### src/include/swr_cfg.svh
// Register offsets, field positions, reset values and timing counts of the sleep/wake block
`ifndef SWR_CFG_SVH
`define SWR_CFG_SVH

`define SWR_ADDR_W 4
`define SWR_DATA_W 8

`define SWR_OFF_STATUS 4'h0
`define SWR_OFF_CTRL 4'h1
`define SWR_OFF_PORT 4'h2
`define SWR_OFF_IRQ_STAT 4'h3
`define SWR_OFF_IRQ_EN 4'h4
`define SWR_OFF_IRQ_CLR 4'h5

`define SWR_ST_PIN_WAKE 7
`define SWR_ST_CMP_WAKE 6
`define SWR_ST_TIMEOUT 4
`define SWR_ST_POWERDOWN 3

`define SWR_CT_WDT_EN 0
`define SWR_CT_EXTERNAL_RESET_PIN_N_EN 1
`define SWR_CT_PIN_WAKE_EN 2
`define SWR_CT_CMP_WAKE_EN 3
`define SWR_CT_PSA_WDT 4
`define SWR_CT_PS_LSB 5

`define SWR_IRQ_WAKE 0
`define SWR_IRQ_WDT 1
`define SWR_IRQ_EXTERNAL_RESET_PIN_N 2

`define SWR_CTRL_RST 8'hF3
`define SWR_PORT_RST 8'h70
`define SWR_IRQ_EN_RST 3'h0
`define SWR_SYNC_RST 5'h10

`define SWR_CLK_MHZ 250
`define SWR_DRT_NS 10000
`define SWR_DRT_CYC ((`SWR_DRT_NS * `SWR_CLK_MHZ + 999) / 1000)
`define SWR_WDT_US 18000
`define SWR_WDT_CYC (`SWR_WDT_US * `SWR_CLK_MHZ)

`endif

### src/include/swr_pkg.sv
// Types shared by the sleep/wake block
package swr_pkg;

    typedef enum logic [1:0] {
        SWR_RUN = 2'b00,
        SWR_SLEEP = 2'b01,
        SWR_RESET = 2'b10
    } swr_state_t;

    typedef enum logic [2:0] {
        SWR_C_NONE = 3'b000,
        SWR_C_EXTERNAL_RESET_PIN_N = 3'b001,
        SWR_C_WDT = 3'b010,
        SWR_C_PIN = 3'b011,
        SWR_C_CMP = 3'b100
    } swr_cause_t;

endpackage

### src/verilog/swr_sleep_wake.sv
// Sleep entry, wake-up, watchdog and reset-cause flags of a small controller
//
// Decided for this implementation: the register addresses and the strobed register port.
`timescale 1ns/1ns
`include "swr_cfg.svh"
module swr_sleep_wake #(
    parameter int unsigned WDT_PERIOD_CYC = `SWR_WDT_CYC
) (
    input wire logic ref_clk,
    input wire logic sys_rst,
    input wire logic [`SWR_ADDR_W-1:0] regAddr,
    input wire logic [`SWR_DATA_W-1:0] regWrData,
    input wire logic regWr,
    input wire logic regRd,
    output logic [`SWR_DATA_W-1:0] regRdData,
    input wire logic sleepExec,
    input wire logic portAccess,
    input wire logic external_reset_pin_n,
    input wire logic port_pin0,
    input wire logic port_pin1,
    input wire logic port_pin3,
    input wire logic comparatorOut,
    output logic [2:0] portOut,
    output logic [2:0] portOeN,
    output logic cpuReset,
    output logic mainClkEn,
    output swr_pkg::swr_state_t powerState,
    output logic irq
);
    import swr_pkg::*;

    localparam logic [11:0] DRT_LOAD = 12'(`SWR_DRT_CYC - 1);
    localparam logic [22:0] WDT_LAST = 23'(WDT_PERIOD_CYC - 1);

    function automatic logic hit(
        input logic [`SWR_ADDR_W-1:0] addr,
        input logic [`SWR_ADDR_W-1:0] off
    );
        hit = (addr == off);
    endfunction

    logic [4:0] meta_q;
    logic [4:0] syncd_q;
    logic [7:0] ctrl_q;
    logic [7:0] port_q;
    logic [2:0] irqStat_q;
    logic [2:0] irqStat_d;
    logic [2:0] irqEn_q;
    logic [2:0] pinRef_q;
    logic cmpRef_q;
    logic [22:0] watchdog_counter_q;
    logic [6:0] pre_q;
    logic [6:0] preMax;
    logic [11:0] rstCnt_q;
    logic timeout_flag_n_q;
    logic powerdown_flag_n_q;
    logic pin_wake_flag_q;
    logic comparator_wake_flag_q;
    swr_state_t state_q;
    swr_state_t state_d;
    swr_cause_t cause;
    logic [2:0] pinsNow;
    logic cmpNow;
    logic mclrLow;
    logic baseDone;
    logic preDone;
    logic wdtFire;
    logic sleepGo;
    logic wdtClr;
    logic wrCtrl;
    logic wrPort;
    logic wrIrqEn;
    logic wrIrqClr;

    // Pins and comparator arrive from outside the clock domain
    always_ff @(posedge ref_clk or posedge sys_rst) begin
        if (sys_rst) begin
            meta_q <= `SWR_SYNC_RST;
            syncd_q <= `SWR_SYNC_RST;
        end else begin
            meta_q <= {external_reset_pin_n, comparatorOut, port_pin3, port_pin1, port_pin0};
            syncd_q <= meta_q;
        end
    end

    assign pinsNow = syncd_q[2:0];
    assign cmpNow = syncd_q[3];
    // Pin acts as reset only when given that role
    assign mclrLow = ctrl_q[`SWR_CT_EXTERNAL_RESET_PIN_N_EN] & ~syncd_q[4];

    assign wrCtrl = regWr & hit(regAddr, `SWR_OFF_CTRL);
    assign wrPort = regWr & hit(regAddr, `SWR_OFF_PORT);
    assign wrIrqEn = regWr & hit(regAddr, `SWR_OFF_IRQ_EN);
    assign wrIrqClr = regWr & hit(regAddr, `SWR_OFF_IRQ_CLR);

    // Watchdog period chain: base count, then optional prescaler
    assign preMax = 7'(8'(8'h01 << ctrl_q[`SWR_CT_PS_LSB +: 3]) - 8'h01);
    assign baseDone = (watchdog_counter_q == WDT_LAST);
    assign preDone = ~ctrl_q[`SWR_CT_PSA_WDT] | (pre_q == preMax);
    assign wdtFire = ctrl_q[`SWR_CT_WDT_EN] & baseDone & preDone & (state_q != SWR_RESET);

    // Reset cause; the pin outranks the watchdog, sleep wakes come last
    always_comb begin
        cause = SWR_C_NONE;
        if (state_q != SWR_RESET) begin
            if (mclrLow) begin
                cause = SWR_C_EXTERNAL_RESET_PIN_N;
            end else if (wdtFire) begin
                cause = SWR_C_WDT;
            end else if (state_q == SWR_SLEEP && ctrl_q[`SWR_CT_PIN_WAKE_EN]
                         && pinsNow != pinRef_q) begin
                cause = SWR_C_PIN;
            end else if (state_q == SWR_SLEEP && ctrl_q[`SWR_CT_CMP_WAKE_EN]
                         && cmpNow != cmpRef_q) begin
                cause = SWR_C_CMP;
            end
        end
    end

    assign sleepGo = (state_q == SWR_RUN) & sleepExec & (cause == SWR_C_NONE);
    // Cleared on sleep entry, on any wake and while the core is held in reset
    assign wdtClr = sleepGo | (state_q == SWR_SLEEP && cause != SWR_C_NONE)
                    | (state_q == SWR_RESET);

    always_comb begin
        state_d = state_q;
        unique case (state_q)
            SWR_RUN: begin
                if (cause != SWR_C_NONE) begin
                    state_d = SWR_RESET;
                end else if (sleepExec) begin
                    state_d = SWR_SLEEP;
                end
            end
            SWR_SLEEP: begin
                if (cause != SWR_C_NONE) begin
                    state_d = SWR_RESET;
                end
            end
            SWR_RESET: begin
                if (!mclrLow && rstCnt_q == 12'h000) begin
                    state_d = SWR_RUN;
                end
            end
            default: begin
                state_d = SWR_RESET;
            end
        endcase
    end

    always_ff @(posedge ref_clk or posedge sys_rst) begin
        if (sys_rst) begin
            state_q <= SWR_RESET;
            powerState <= SWR_RESET;
            cpuReset <= 1'b1;
            mainClkEn <= 1'b1;
        end else begin
            state_q <= state_d;
            powerState <= state_d;
            // Watchdog resets only the core; the reset pin is input only
            cpuReset <= (state_d == SWR_RESET);
            mainClkEn <= (state_d != SWR_SLEEP);
        end
    end

    // Delay timer: restarts while the pin is held low, counts after release
    always_ff @(posedge ref_clk or posedge sys_rst) begin
        if (sys_rst) begin
            rstCnt_q <= DRT_LOAD;
        end else if (cause != SWR_C_NONE || (state_q == SWR_RESET && mclrLow)) begin
            rstCnt_q <= DRT_LOAD;
        end else if (state_q == SWR_RESET && rstCnt_q != 12'h000) begin
            rstCnt_q <= rstCnt_q - 12'h001;
        end
    end

    // Watchdog runs through sleep, so sleep is not a stop condition
    always_ff @(posedge ref_clk or posedge sys_rst) begin
        if (sys_rst) begin
            watchdog_counter_q <= 23'h000000;
        end else if (wdtClr || baseDone) begin
            watchdog_counter_q <= 23'h000000;
        end else if (ctrl_q[`SWR_CT_WDT_EN]) begin
            watchdog_counter_q <= watchdog_counter_q + 23'h000001;
        end
    end

    always_ff @(posedge ref_clk or posedge sys_rst) begin
        if (sys_rst) begin
            pre_q <= 7'h00;
        end else if (ctrl_q[`SWR_CT_PSA_WDT]) begin
            if (wdtClr || (baseDone && preDone)) begin
                pre_q <= 7'h00;
            end else if (baseDone) begin
                pre_q <= pre_q + 7'h01;
            end
        end
    end

    // Cause flags change only with a reset or a sleep entry
    always_ff @(posedge ref_clk or posedge sys_rst) begin
        if (sys_rst) begin
            timeout_flag_n_q <= 1'b1;
            powerdown_flag_n_q <= 1'b1;
            pin_wake_flag_q <= 1'b0;
            comparator_wake_flag_q <= 1'b0;
        end else begin
            unique case (cause)
                SWR_C_NONE: begin
                    if (sleepGo) begin
                        timeout_flag_n_q <= 1'b1;
                        powerdown_flag_n_q <= 1'b0;
                    end
                end
                SWR_C_EXTERNAL_RESET_PIN_N: begin
                    pin_wake_flag_q <= 1'b0;
                    comparator_wake_flag_q <= 1'b0;
                    if (state_q == SWR_SLEEP) begin
                        timeout_flag_n_q <= 1'b1;
                        powerdown_flag_n_q <= 1'b0;
                    end
                end
                SWR_C_WDT: begin
                    timeout_flag_n_q <= 1'b0;
                    pin_wake_flag_q <= 1'b0;
                    comparator_wake_flag_q <= 1'b0;
                    if (state_q == SWR_SLEEP) begin
                        powerdown_flag_n_q <= 1'b0;
                    end
                end
                SWR_C_PIN: begin
                    pin_wake_flag_q <= 1'b1;
                    comparator_wake_flag_q <= 1'b0;
                    timeout_flag_n_q <= 1'b1;
                    powerdown_flag_n_q <= 1'b0;
                end
                SWR_C_CMP: begin
                    comparator_wake_flag_q <= 1'b1;
                    pin_wake_flag_q <= 1'b0;
                    timeout_flag_n_q <= 1'b1;
                    powerdown_flag_n_q <= 1'b0;
                end
                default: begin
                    pin_wake_flag_q <= pin_wake_flag_q;
                end
            endcase
        end
    end

    // Wake compare references; a wake does not refresh them
    always_ff @(posedge ref_clk or posedge sys_rst) begin
        if (sys_rst) begin
            pinRef_q <= 3'h0;
            cmpRef_q <= 1'b0;
        end else begin
            if (state_q == SWR_RUN && portAccess) begin
                pinRef_q <= pinsNow;
            end
            if (sleepGo) begin
                cmpRef_q <= cmpNow;
            end
        end
    end

    always_ff @(posedge ref_clk or posedge sys_rst) begin
        if (sys_rst) begin
            ctrl_q <= `SWR_CTRL_RST;
        end else if (wrCtrl) begin
            ctrl_q <= regWrData;
        end
    end

    // Port drive is frozen outside run so sleep keeps the pins as they were
    always_ff @(posedge ref_clk or posedge sys_rst) begin
        if (sys_rst) begin
            port_q <= `SWR_PORT_RST;
            portOut <= 3'h0;
            portOeN <= 3'h7;
        end else begin
            if (wrPort && state_q == SWR_RUN) begin
                port_q <= regWrData;
                portOut <= regWrData[2:0];
                portOeN <= regWrData[6:4];
            end
        end
    end

    // Sticky events; a set in the clear cycle survives
    always_comb begin
        irqStat_d = irqStat_q;
        if (wrIrqClr) begin
            irqStat_d = irqStat_q & ~regWrData[2:0];
        end
        if (state_q == SWR_SLEEP && cause != SWR_C_NONE) begin
            irqStat_d[`SWR_IRQ_WAKE] = 1'b1;
        end
        if (cause == SWR_C_WDT) begin
            irqStat_d[`SWR_IRQ_WDT] = 1'b1;
        end
        if (cause == SWR_C_EXTERNAL_RESET_PIN_N) begin
            irqStat_d[`SWR_IRQ_EXTERNAL_RESET_PIN_N] = 1'b1;
        end
    end

    always_ff @(posedge ref_clk or posedge sys_rst) begin
        if (sys_rst) begin
            irqStat_q <= 3'h0;
            irqEn_q <= `SWR_IRQ_EN_RST;
            irq <= 1'b0;
        end else begin
            irqStat_q <= irqStat_d;
            if (wrIrqEn) begin
                irqEn_q <= regWrData[2:0];
                irq <= |(irqStat_d & regWrData[2:0]);
            end else begin
                irq <= |(irqStat_d & irqEn_q);
            end
        end
    end

    // Unmapped and write-only offsets read as zero
    always_ff @(posedge ref_clk or posedge sys_rst) begin
        if (sys_rst) begin
            regRdData <= 8'h00;
        end else if (!regRd) begin
            regRdData <= 8'h00;
        end else if (hit(regAddr, `SWR_OFF_STATUS)) begin
            regRdData <= {pin_wake_flag_q, comparator_wake_flag_q, 1'b0,
                          timeout_flag_n_q, powerdown_flag_n_q, 3'h0};
        end else if (hit(regAddr, `SWR_OFF_CTRL)) begin
            regRdData <= ctrl_q;
        end else if (hit(regAddr, `SWR_OFF_PORT)) begin
            regRdData <= {port_q[7:4], 1'b0, port_q[2:0]};
        end else if (hit(regAddr, `SWR_OFF_IRQ_STAT)) begin
            regRdData <= {5'h00, irqStat_q};
        end else if (hit(regAddr, `SWR_OFF_IRQ_EN)) begin
            regRdData <= {5'h00, irqEn_q};
        end else begin
            regRdData <= 8'h00;
        end
    end

endmodule

### config.mk
export PLATFORM = sky130hd
export DESIGN_NAME = swr_sleep_wake
export DESIGN_NICKNAME = d
export VERILOG_FILES = /design/src/include/swr_pkg.sv /design/src/verilog/swr_sleep_wake.sv
export VERILOG_INCLUDE_DIRS = /design/src /design/src/include
export SDC_FILE = /design/constraint.sdc
export NUM_CORES = 1
export LEC_CHECK = 0
export ABC_CLOCK_PERIOD_IN_PS = 4170
export BUFFER_PORTS_ARGS = -buffer_cell sky130_fd_sc_hd__buf_4
export CAP_MARGIN = 30
export CORE_ASPECT_RATIO = 0.5
export CORE_MARGIN = 2
export CORE_UTILIZATION = 30
export CTS_BUF_LIST = sky130_fd_sc_hd__clkbuf_4
export CTS_CLUSTER_DIAMETER = 80
export DETAILED_ROUTE_END_ITERATION = 10
export GPL_TIMING_DRIVEN = 1
export SETUP_SLACK_MARGIN = 0.3
export SLEW_MARGIN = 20
export SYNTH_ARGS = -nofsm -noshare
export SYNTH_HDL_FRONTEND = slang
export SYNTH_SLANG_ARGS = --single-unit
export TNS_END_PERCENT = 5
### constraint.sdc
create_clock -name ref_clk -period 4.17 [get_ports ref_clk]
set_clock_uncertainty 0.15 [all_clocks]
set_input_delay 0.834 -clock ref_clk [delete_from_list [all_inputs] [get_ports ref_clk]]
set_output_delay 0.834 -clock ref_clk [all_outputs]
set_load 0.05 [all_outputs]
Yosys cells after proc, flatten, opt, wreduce, memory -nomap -nowiden
Cells that the tools add are included.

operators by class
  reductions and logical operators = 37
  equal/unequal tests = 21
  shift operators = 1
  add/sub/neg operators = 4
  mux-type cells = 35
  bitwise operators = 19

operators with widths
  cell                                                  number
  2-to-1 mux 23 bit                                     2
  2-to-1 mux 8 bit                                      4
  2-to-1 mux 12 bit                                     2
  2-to-1 mux 3 bit                                      8
  adder 23 x 1 -> 23 bit (second input constant)        1
  equality test 23 bit (second input constant)          1
  2-to-1 mux 7 bit                                      2
  logical NOT 12 bit                                    1
  nonzero test 12 bit                                   1
  OR reduction 3 bit                                    4
  subtractor 12 x 1 -> 12 bit (second input constant)   1
  logical AND 1 bit                                     11
  AND 1 bit                                             10
  nonzero test 2 bit                                    5
  AND 3 bit                                             3
  equality test 4 x 2 -> 1 bit (second input constant)  2
  equality test 4 x 3 -> 1 bit (second input constant)  2
  2-to-1 mux 1 bit                                      8
  2-to-1 mux 2 bit                                      4
  adder 7 x 1 -> 7 bit (second input constant)          1
  equality test 7 bit                                   1
  << shifter 1 x 3 -> 7 bit (first input constant)      1
  subtractor 7 x 1 -> 7 bit (second input constant)     1
  equality test 3 x 2 -> 1 bit (second input constant)  2
  26 further kinds                                      39

storage, ports and cells
  flip-flop bits (word level) = 101
  logic and storage cells = 139

Depth between registers and ports, before layout
  depth in word-level cells = 16
  mapped depth = 15
  depth with buffers taken out = 12

Worst setup path after synthesis
Ideal clock, no wire load.

  path type = flip-flop to flip-flop
  start = reg ctrl_q[7]
  end = reg pre_q[1]
  arrival time = 2.924 ns
  setup time = 0.120 ns
  required time = 3.900 ns
  stages on the path, launching flop included = 14
  buffers on the path = 3
  slack = 0.975 ns
  path through = dfstp_2 > buf_2 > or3_1 > ha_1 > buf_6 > xnor2_1 > and4_1 > o311a_1 > a32oi_2 > a21oi_1 > nor2b_1 > o21bai_4 > buf_6 > a41o_1

between the ends
  cells in the longest elaborated chain, start to end = 16

RTL lines
  element                                                         line                                          source
  start, declared                                                 swr_sleep_wake.sv:44                          logic [7:0] ctrl_q;
  start signal, assigned                                          swr_sleep_wake.sv:267                         ctrl_q <= `SWR_CTRL_RST;
  start signal, assigned                                          swr_sleep_wake.sv:269                         ctrl_q <= regWrData;
  << shifter 1 x 3 -> 7 bit (*)                                   swr_sleep_wake.sv:97                          assign preMax = 7'(8'(8'h01 << ctrl_q[`SWR_CT_PS_LSB +: 3]) - 8'h01);
  subtractor 7 x 1 -> 7 bit (*)                                   swr_sleep_wake.sv:97
  equality test 7 bit (*)                                         swr_sleep_wake.sv:99                          assign preDone = ~ctrl_q[`SWR_CT_PSA_WDT] | (pre_q == preMax);
  OR 1 bit (*)                                                    swr_sleep_wake.sv:99
  AND 1 bit (2 in series)                                         swr_sleep_wake.sv:100                         assign wdtFire = ctrl_q[`SWR_CT_WDT_EN] & baseDone & preDone & (state_q != SWR_RESET);
  2-to-1 mux 3 bit                                                swr_sleep_wake.sv:108                         end else if (wdtFire) begin
  2-to-1 mux 3 bit                                                swr_sleep_wake.sv:106                         if (mclrLow) begin
  2-to-1 mux 3 bit                                                swr_sleep_wake.sv:105                         if (state_q != SWR_RESET) begin
  logical NOT 3 bit / nonzero test 3 bit (equally long branches)  swr_sleep_wake.sv:120, swr_sleep_wake.sv:122
  AND 1 bit / logical AND 1 bit (equally long branches)           swr_sleep_wake.sv:120, swr_sleep_wake.sv:122
  OR 1 bit                                                        swr_sleep_wake.sv:122                         assign wdtClr = sleepGo | (state_q == SWR_SLEEP && cause != SWR_C_NONE)
  OR 1 bit                                                        swr_sleep_wake.sv:123                         | (state_q == SWR_RESET);
  logical OR 1 bit (*)                                            swr_sleep_wake.sv:192                         if (wdtClr || (baseDone && preDone)) begin
  nonzero test 2 bit (no line)                                    -
  AND reduction 2 bit (no line)                                   -
  end signal, assigned                                            swr_sleep_wake.sv:195                         pre_q <= pre_q + 7'h01;
  end, declared                                                   swr_sleep_wake.sv:52                          logic [6:0] pre_q;

Mark *: on every way between the ends. The rest lies on a longest branch, timed or not.
A chain may end at the register's enable or synchronous reset.

Worst setup path after layout
  start = reg ctrl_q[6]
  end = reg pre_q[1]

The elaborated chain is that of the path after synthesis.

==> load_flow_metrics.sql <==
INSERT INTO impl_metrics (metric_group, metric, value, unit) VALUES
('clock_network', 'worst_skew_pair.late_latency', '0.46', 'ns'),
('placement', 'routabilityCongestion', '0.7891', ''),
('die', 'core_area', '0.01557', 'mm^2'),
('run', 'maxCapViolCount', '0', ''),
('critical_path', 'crit_path_end_kind', 'register', ''),
('synthesis', 'synth.top_cells.by_area', 'sky130_fd_sc_hd__dfrtp_1 (37%), sky130_fd_sc_hd__dfstp_2 (12%), sky130_fd_sc_hd__mux2_2 (5.4%), sky130_fd_sc_hd__xor2_1 (4.2%), sky130_fd_sc_hd__xnor2_1 (3.3%)', ''),
('critical_path', 'worstPathRequired', '4.39', 'ns'),
('cells_and_area', 'final_common_cell', 'sky130_fd_sc_hd__dfrtp_1', ''),
('pwr', 'combPwrFrac', '0.337', ''),
('pwr', 'sequential_share_of_power', '0.469', ''),
('clock_network', 'clock_tree_from_tritoncts', 'built', ''),
('global_route', 'track_usage', '0.1237', ''),
('cells_and_area', 'drive_above_1_share', '0.2801', ''),
('critical_path', 'worst-path-max-fanout', '13', ''),
('pwr', 'cellLeakagePower', '0.002232', 'uW'),
('detailed_routing', 'wl', '9.894', 'mm'),
('clock_network', 'cts-resized-gates', '0', ''),
('sta', 'finalWorstPathRequiredPeriod', '3.574', 'ns'),
('global_route', 'grt_pass1_vias', '3157', ''),
('synthesis', 'syn-mean-instance-area', '10.97', 'um^2'),
('clock_network', 'post_cts_hold_buffer_count', '0', ''),
('critical_path', 'crit_arrival', '3.80', 'ns'),
('pwr', 'share_clk_of_total_power', '0.194', ''),
('global_route', 'global_route_wire_length_before_repair', '16.66', 'mm'),
('global_route', 'globalRoute.totalOverflow', '0', ''),
('sta', 'max_slew_margin', '0.5890', ''),
('synthesis', 'synth_cells', '440', ''),
('critical_path', 'crit_type', 'register to register', ''),
('sta', 'timing.setup.tns', '0', 'ns'),
('detailed_routing', 'drt_drc_violations_left', '0', ''),
('clock_network', 'cts.root.buffer_cell', 'sky130_fd_sc_hd__clkbuf_4', ''),
('synthesis', 'yosys_warnings', '0', ''),
('synthesis', 'postSynth.asyncResetShare', '1.000', ''),
('clock_network', 'h-tree-depth', '3', ''),
('global_route', 'grt_max_degree', '88', ''),
('clock_network', 'clock_tree.buffer_depth', '2', ''),
('cells_and_area', 'num_antenna_cells', '0', ''),
('detailed_routing', 'drtIter0Drc', '260', ''),
('synthesis', 'syn-num-nets', '467', ''),
('critical_path', 'timing.critical_path.cells', 'nor2_1 -> nand2_1 -> ha_1 -> xnor2_1 -> and4_1 -> o311a_1 -> a32oi_2 -> a21oi_1 -> nor2b_1 -> o21bai_4 -> buf_4 -> a41o_1', ''),
('placement', 'dp.final_hpwl', '7.193', 'mm'),
('pwr', 'power.switching', '1058', 'uW'),
('synthesis', 'synth_enable_flop_cells', '0', ''),
('cells_and_area', 'mostFrequentLayoutCells', 'sky130_fd_sc_hd__dfrtp_1 (72), sky130_fd_sc_hd__buf_4 (45), sky130_fd_sc_hd__nor2_1 (40)', ''),
('outcome', 'run_status', 'completed', ''),
('critical_path', 'crit_path_top_delay_cell', 'sky130_fd_sc_hd__dfstp_2', ''),
('die', 'fp.dieArea', '0.01718', 'mm^2'),
('clock_network', 'clock_pin_slew_worst_setup_and_hold_paths', '0.15', 'ns'),
('clock_network', 'clkSinkCount', '94', ''),
('sta', 'timing.final.crit_share', '0.8571', ''),
('detailed_routing', 'avgViaCountPerCell', '4.878', ''),
('critical_path', 'worst_path_largest_cell_delay', '0.71', 'ns'),
('die', 'io_pins', '42', ''),
('detailed_routing', 'routedWlPerCell', '14.42', 'um'),
('sta', 'worst_slew_pin_slew', '0.6108', 'ns'),
('die', 'std_cell_rows', '32', ''),
('die', 'die_y', '93.69', 'um'),
('synthesis', 'synth_seq_area_share', '0.4931', ''),
('synthesis', 'dominantRegCellSynth', 'sky130_fd_sc_hd__dfrtp_1', ''),
('sta', 'setup-violations-final', '0', ''),
('global_route', 'number_of_antenna_violations_at_the_first_check_in_global_routing', '0', ''),
('synthesis', 'yosysTopAreaCell', 'sky130_fd_sc_hd__dfrtp_1', ''),
('sta', 'timing.final.ws_setup', '0.5957', 'ns'),
('synthesis', 'synthesis.area', '0.004826', 'mm^2'),
('synthesis', 'library_cells_used_by_synthesis', '69', ''),
('sta', 'max_clock_freq', '0.2798', 'GHz'),
('clock_network', 'cts-buffers-inserted', '9', ''),
('synthesis', 'postSynthRegisterBits', '94', ''),
('cells_and_area', 'finish.net_count', '504', ''),
('pwr', 'internal-power', '1629', 'uW'),
('pwr', 'cellPowerDensity', '493.9', 'mW/mm^2');
-- kinds of logic (layout without fill, tap and decap cells) --
logic type | count (synthesis) | in the layout | share of synthesized area
compound gates | 69 | 69 | 0.1162
xor+xnor | 41 | 41 | 0.07441
fa+ha+maj | 4 | 4 | 0.01037
buf+inv | 30 | 72 | 0.03811
flops | 94 | 94 | 0.4931
mux | 24 | 24 | 0.05574
simple gates | 178 | 178 | 0.2121
-- sequential cells by signal, summed over array words and instances (netlist names), 2 cells and up --
signal / cells
portOeN: 2
pinRef_q: 3
state_q: 2
watchdog_counter_q: 23
pre_q: 7
regRdData: 8
irqEn_q: 3
irqStat_q: 3
rstCnt_q: 12
port_q: 3
ctrl_q: 8
meta_q: 5
portOut: 2
syncd_q: 5
-- power groups by stage --
stage | sequential, uW | combinational [uW] | clock (uW)
4_1_cts | 1260 | 913 | 546
5_1_grt | 1290 | 992 | 584
3_5_place_dp | 1280 | 910 | 0
6_report | 1260 | 907 | 520
3_3_place_gp | 1270 | 893 | 0
2_1_floorplan | 1280 | 709 | 0
-- worst max-delay path: cells and delay by family, from the launching register on --
kind                       cells  cell delay [ns]
AOI/OAI and AO/OA              5             1.23
DFF                            1             0.71
and+or+nand+nor                4             0.63
adders and majority gates      1             0.36
buffers and inverters          1             0.25
xor gates and xnor gates       1             0.14
-- cell usage after synthesis, types with 7 or more instances --
cell and count:
sky130_fd_sc_hd__clkbuf_1 7, sky130_fd_sc_hd__nor2b_1 12, sky130_fd_sc_hd__a22oi_1 7, sky130_fd_sc_hd__xnor2_1 18, sky130_fd_sc_hd__and4_1 7, sky130_fd_sc_hd__nor3_1 8, sky130_fd_sc_hd__nor2_1 40, sky130_fd_sc_hd__dfrtp_1 72
sky130_fd_sc_hd__o21ai_0 13, sky130_fd_sc_hd__nor2_4 10, sky130_fd_sc_hd__xor2_1 23, sky130_fd_sc_hd__mux2_2 23, sky130_fd_sc_hd__nand3_1 19, sky130_fd_sc_hd__dfstp_2 22, sky130_fd_sc_hd__nand2_1 36, sky130_fd_sc_hd__inv_1 10
-- routing by layer --
layer / track usage / vias to the layer above / routed length, um
met1: 0.1818 / 1639 / 5244
met4: 0.02933 / 0 / 106
met3: 0.03682 / 9 / 384
li1: - / 1628 / -
met5: 0 / - / 0
met2: 0.1768 / 70 / 4159
-- stage by stage --
stage	util	instance area [um^2]	cells	total power (uW)	hold slack (ns)
final	0.3494	5441	686	2687	0.1013
after global routing	0.3494	5441	686	2863	0.05150
after CTS	0.3494	5441	686	2719	0.06578
after detailed placement	0.3399	5294	670	2185	0.1858
after global placement	0.3399	5294	670	2168	0.1824
after floorplan	-	4826	440	1991	0.1812
-- cell type report --
| type | instances | area (um^2) |
|---|---|---|
| inverters | 10 | 38.79 |
| flip-flops and latches | 94 | 2380 |
| well taps | 204 | 255.2 |
| clock buffers | 9 | 67.56 |
| clock inverters | 7 | 80.08 |
| repair buffers | 46 | 357.8 |
| multi-input cells | 316 | 2262 |
| fillers | 1544 | 10130 |
-- final timing paths --
kind | from | endpoint | slack, ns | depth (start not counted)
setup / recovery | ctrl_q[6] | pre_q[1] | 0.60 | 12
hold / removal | sys_rst | meta_q[2] | 0.10 | 2
setup reg to reg | ctrl_q[6] | pre_q[1] | 0.60 | 12
hold reg to reg | meta_q[3] | syncd_q[3] | 0.21 | 0
max in group asynchronous | sys_rst | portOeN[1] | 3.08 | 3
min in group ref_clk | meta_q[3] | syncd_q[3] | 0.21 | 0
Power figures use the tool's default switching activity.
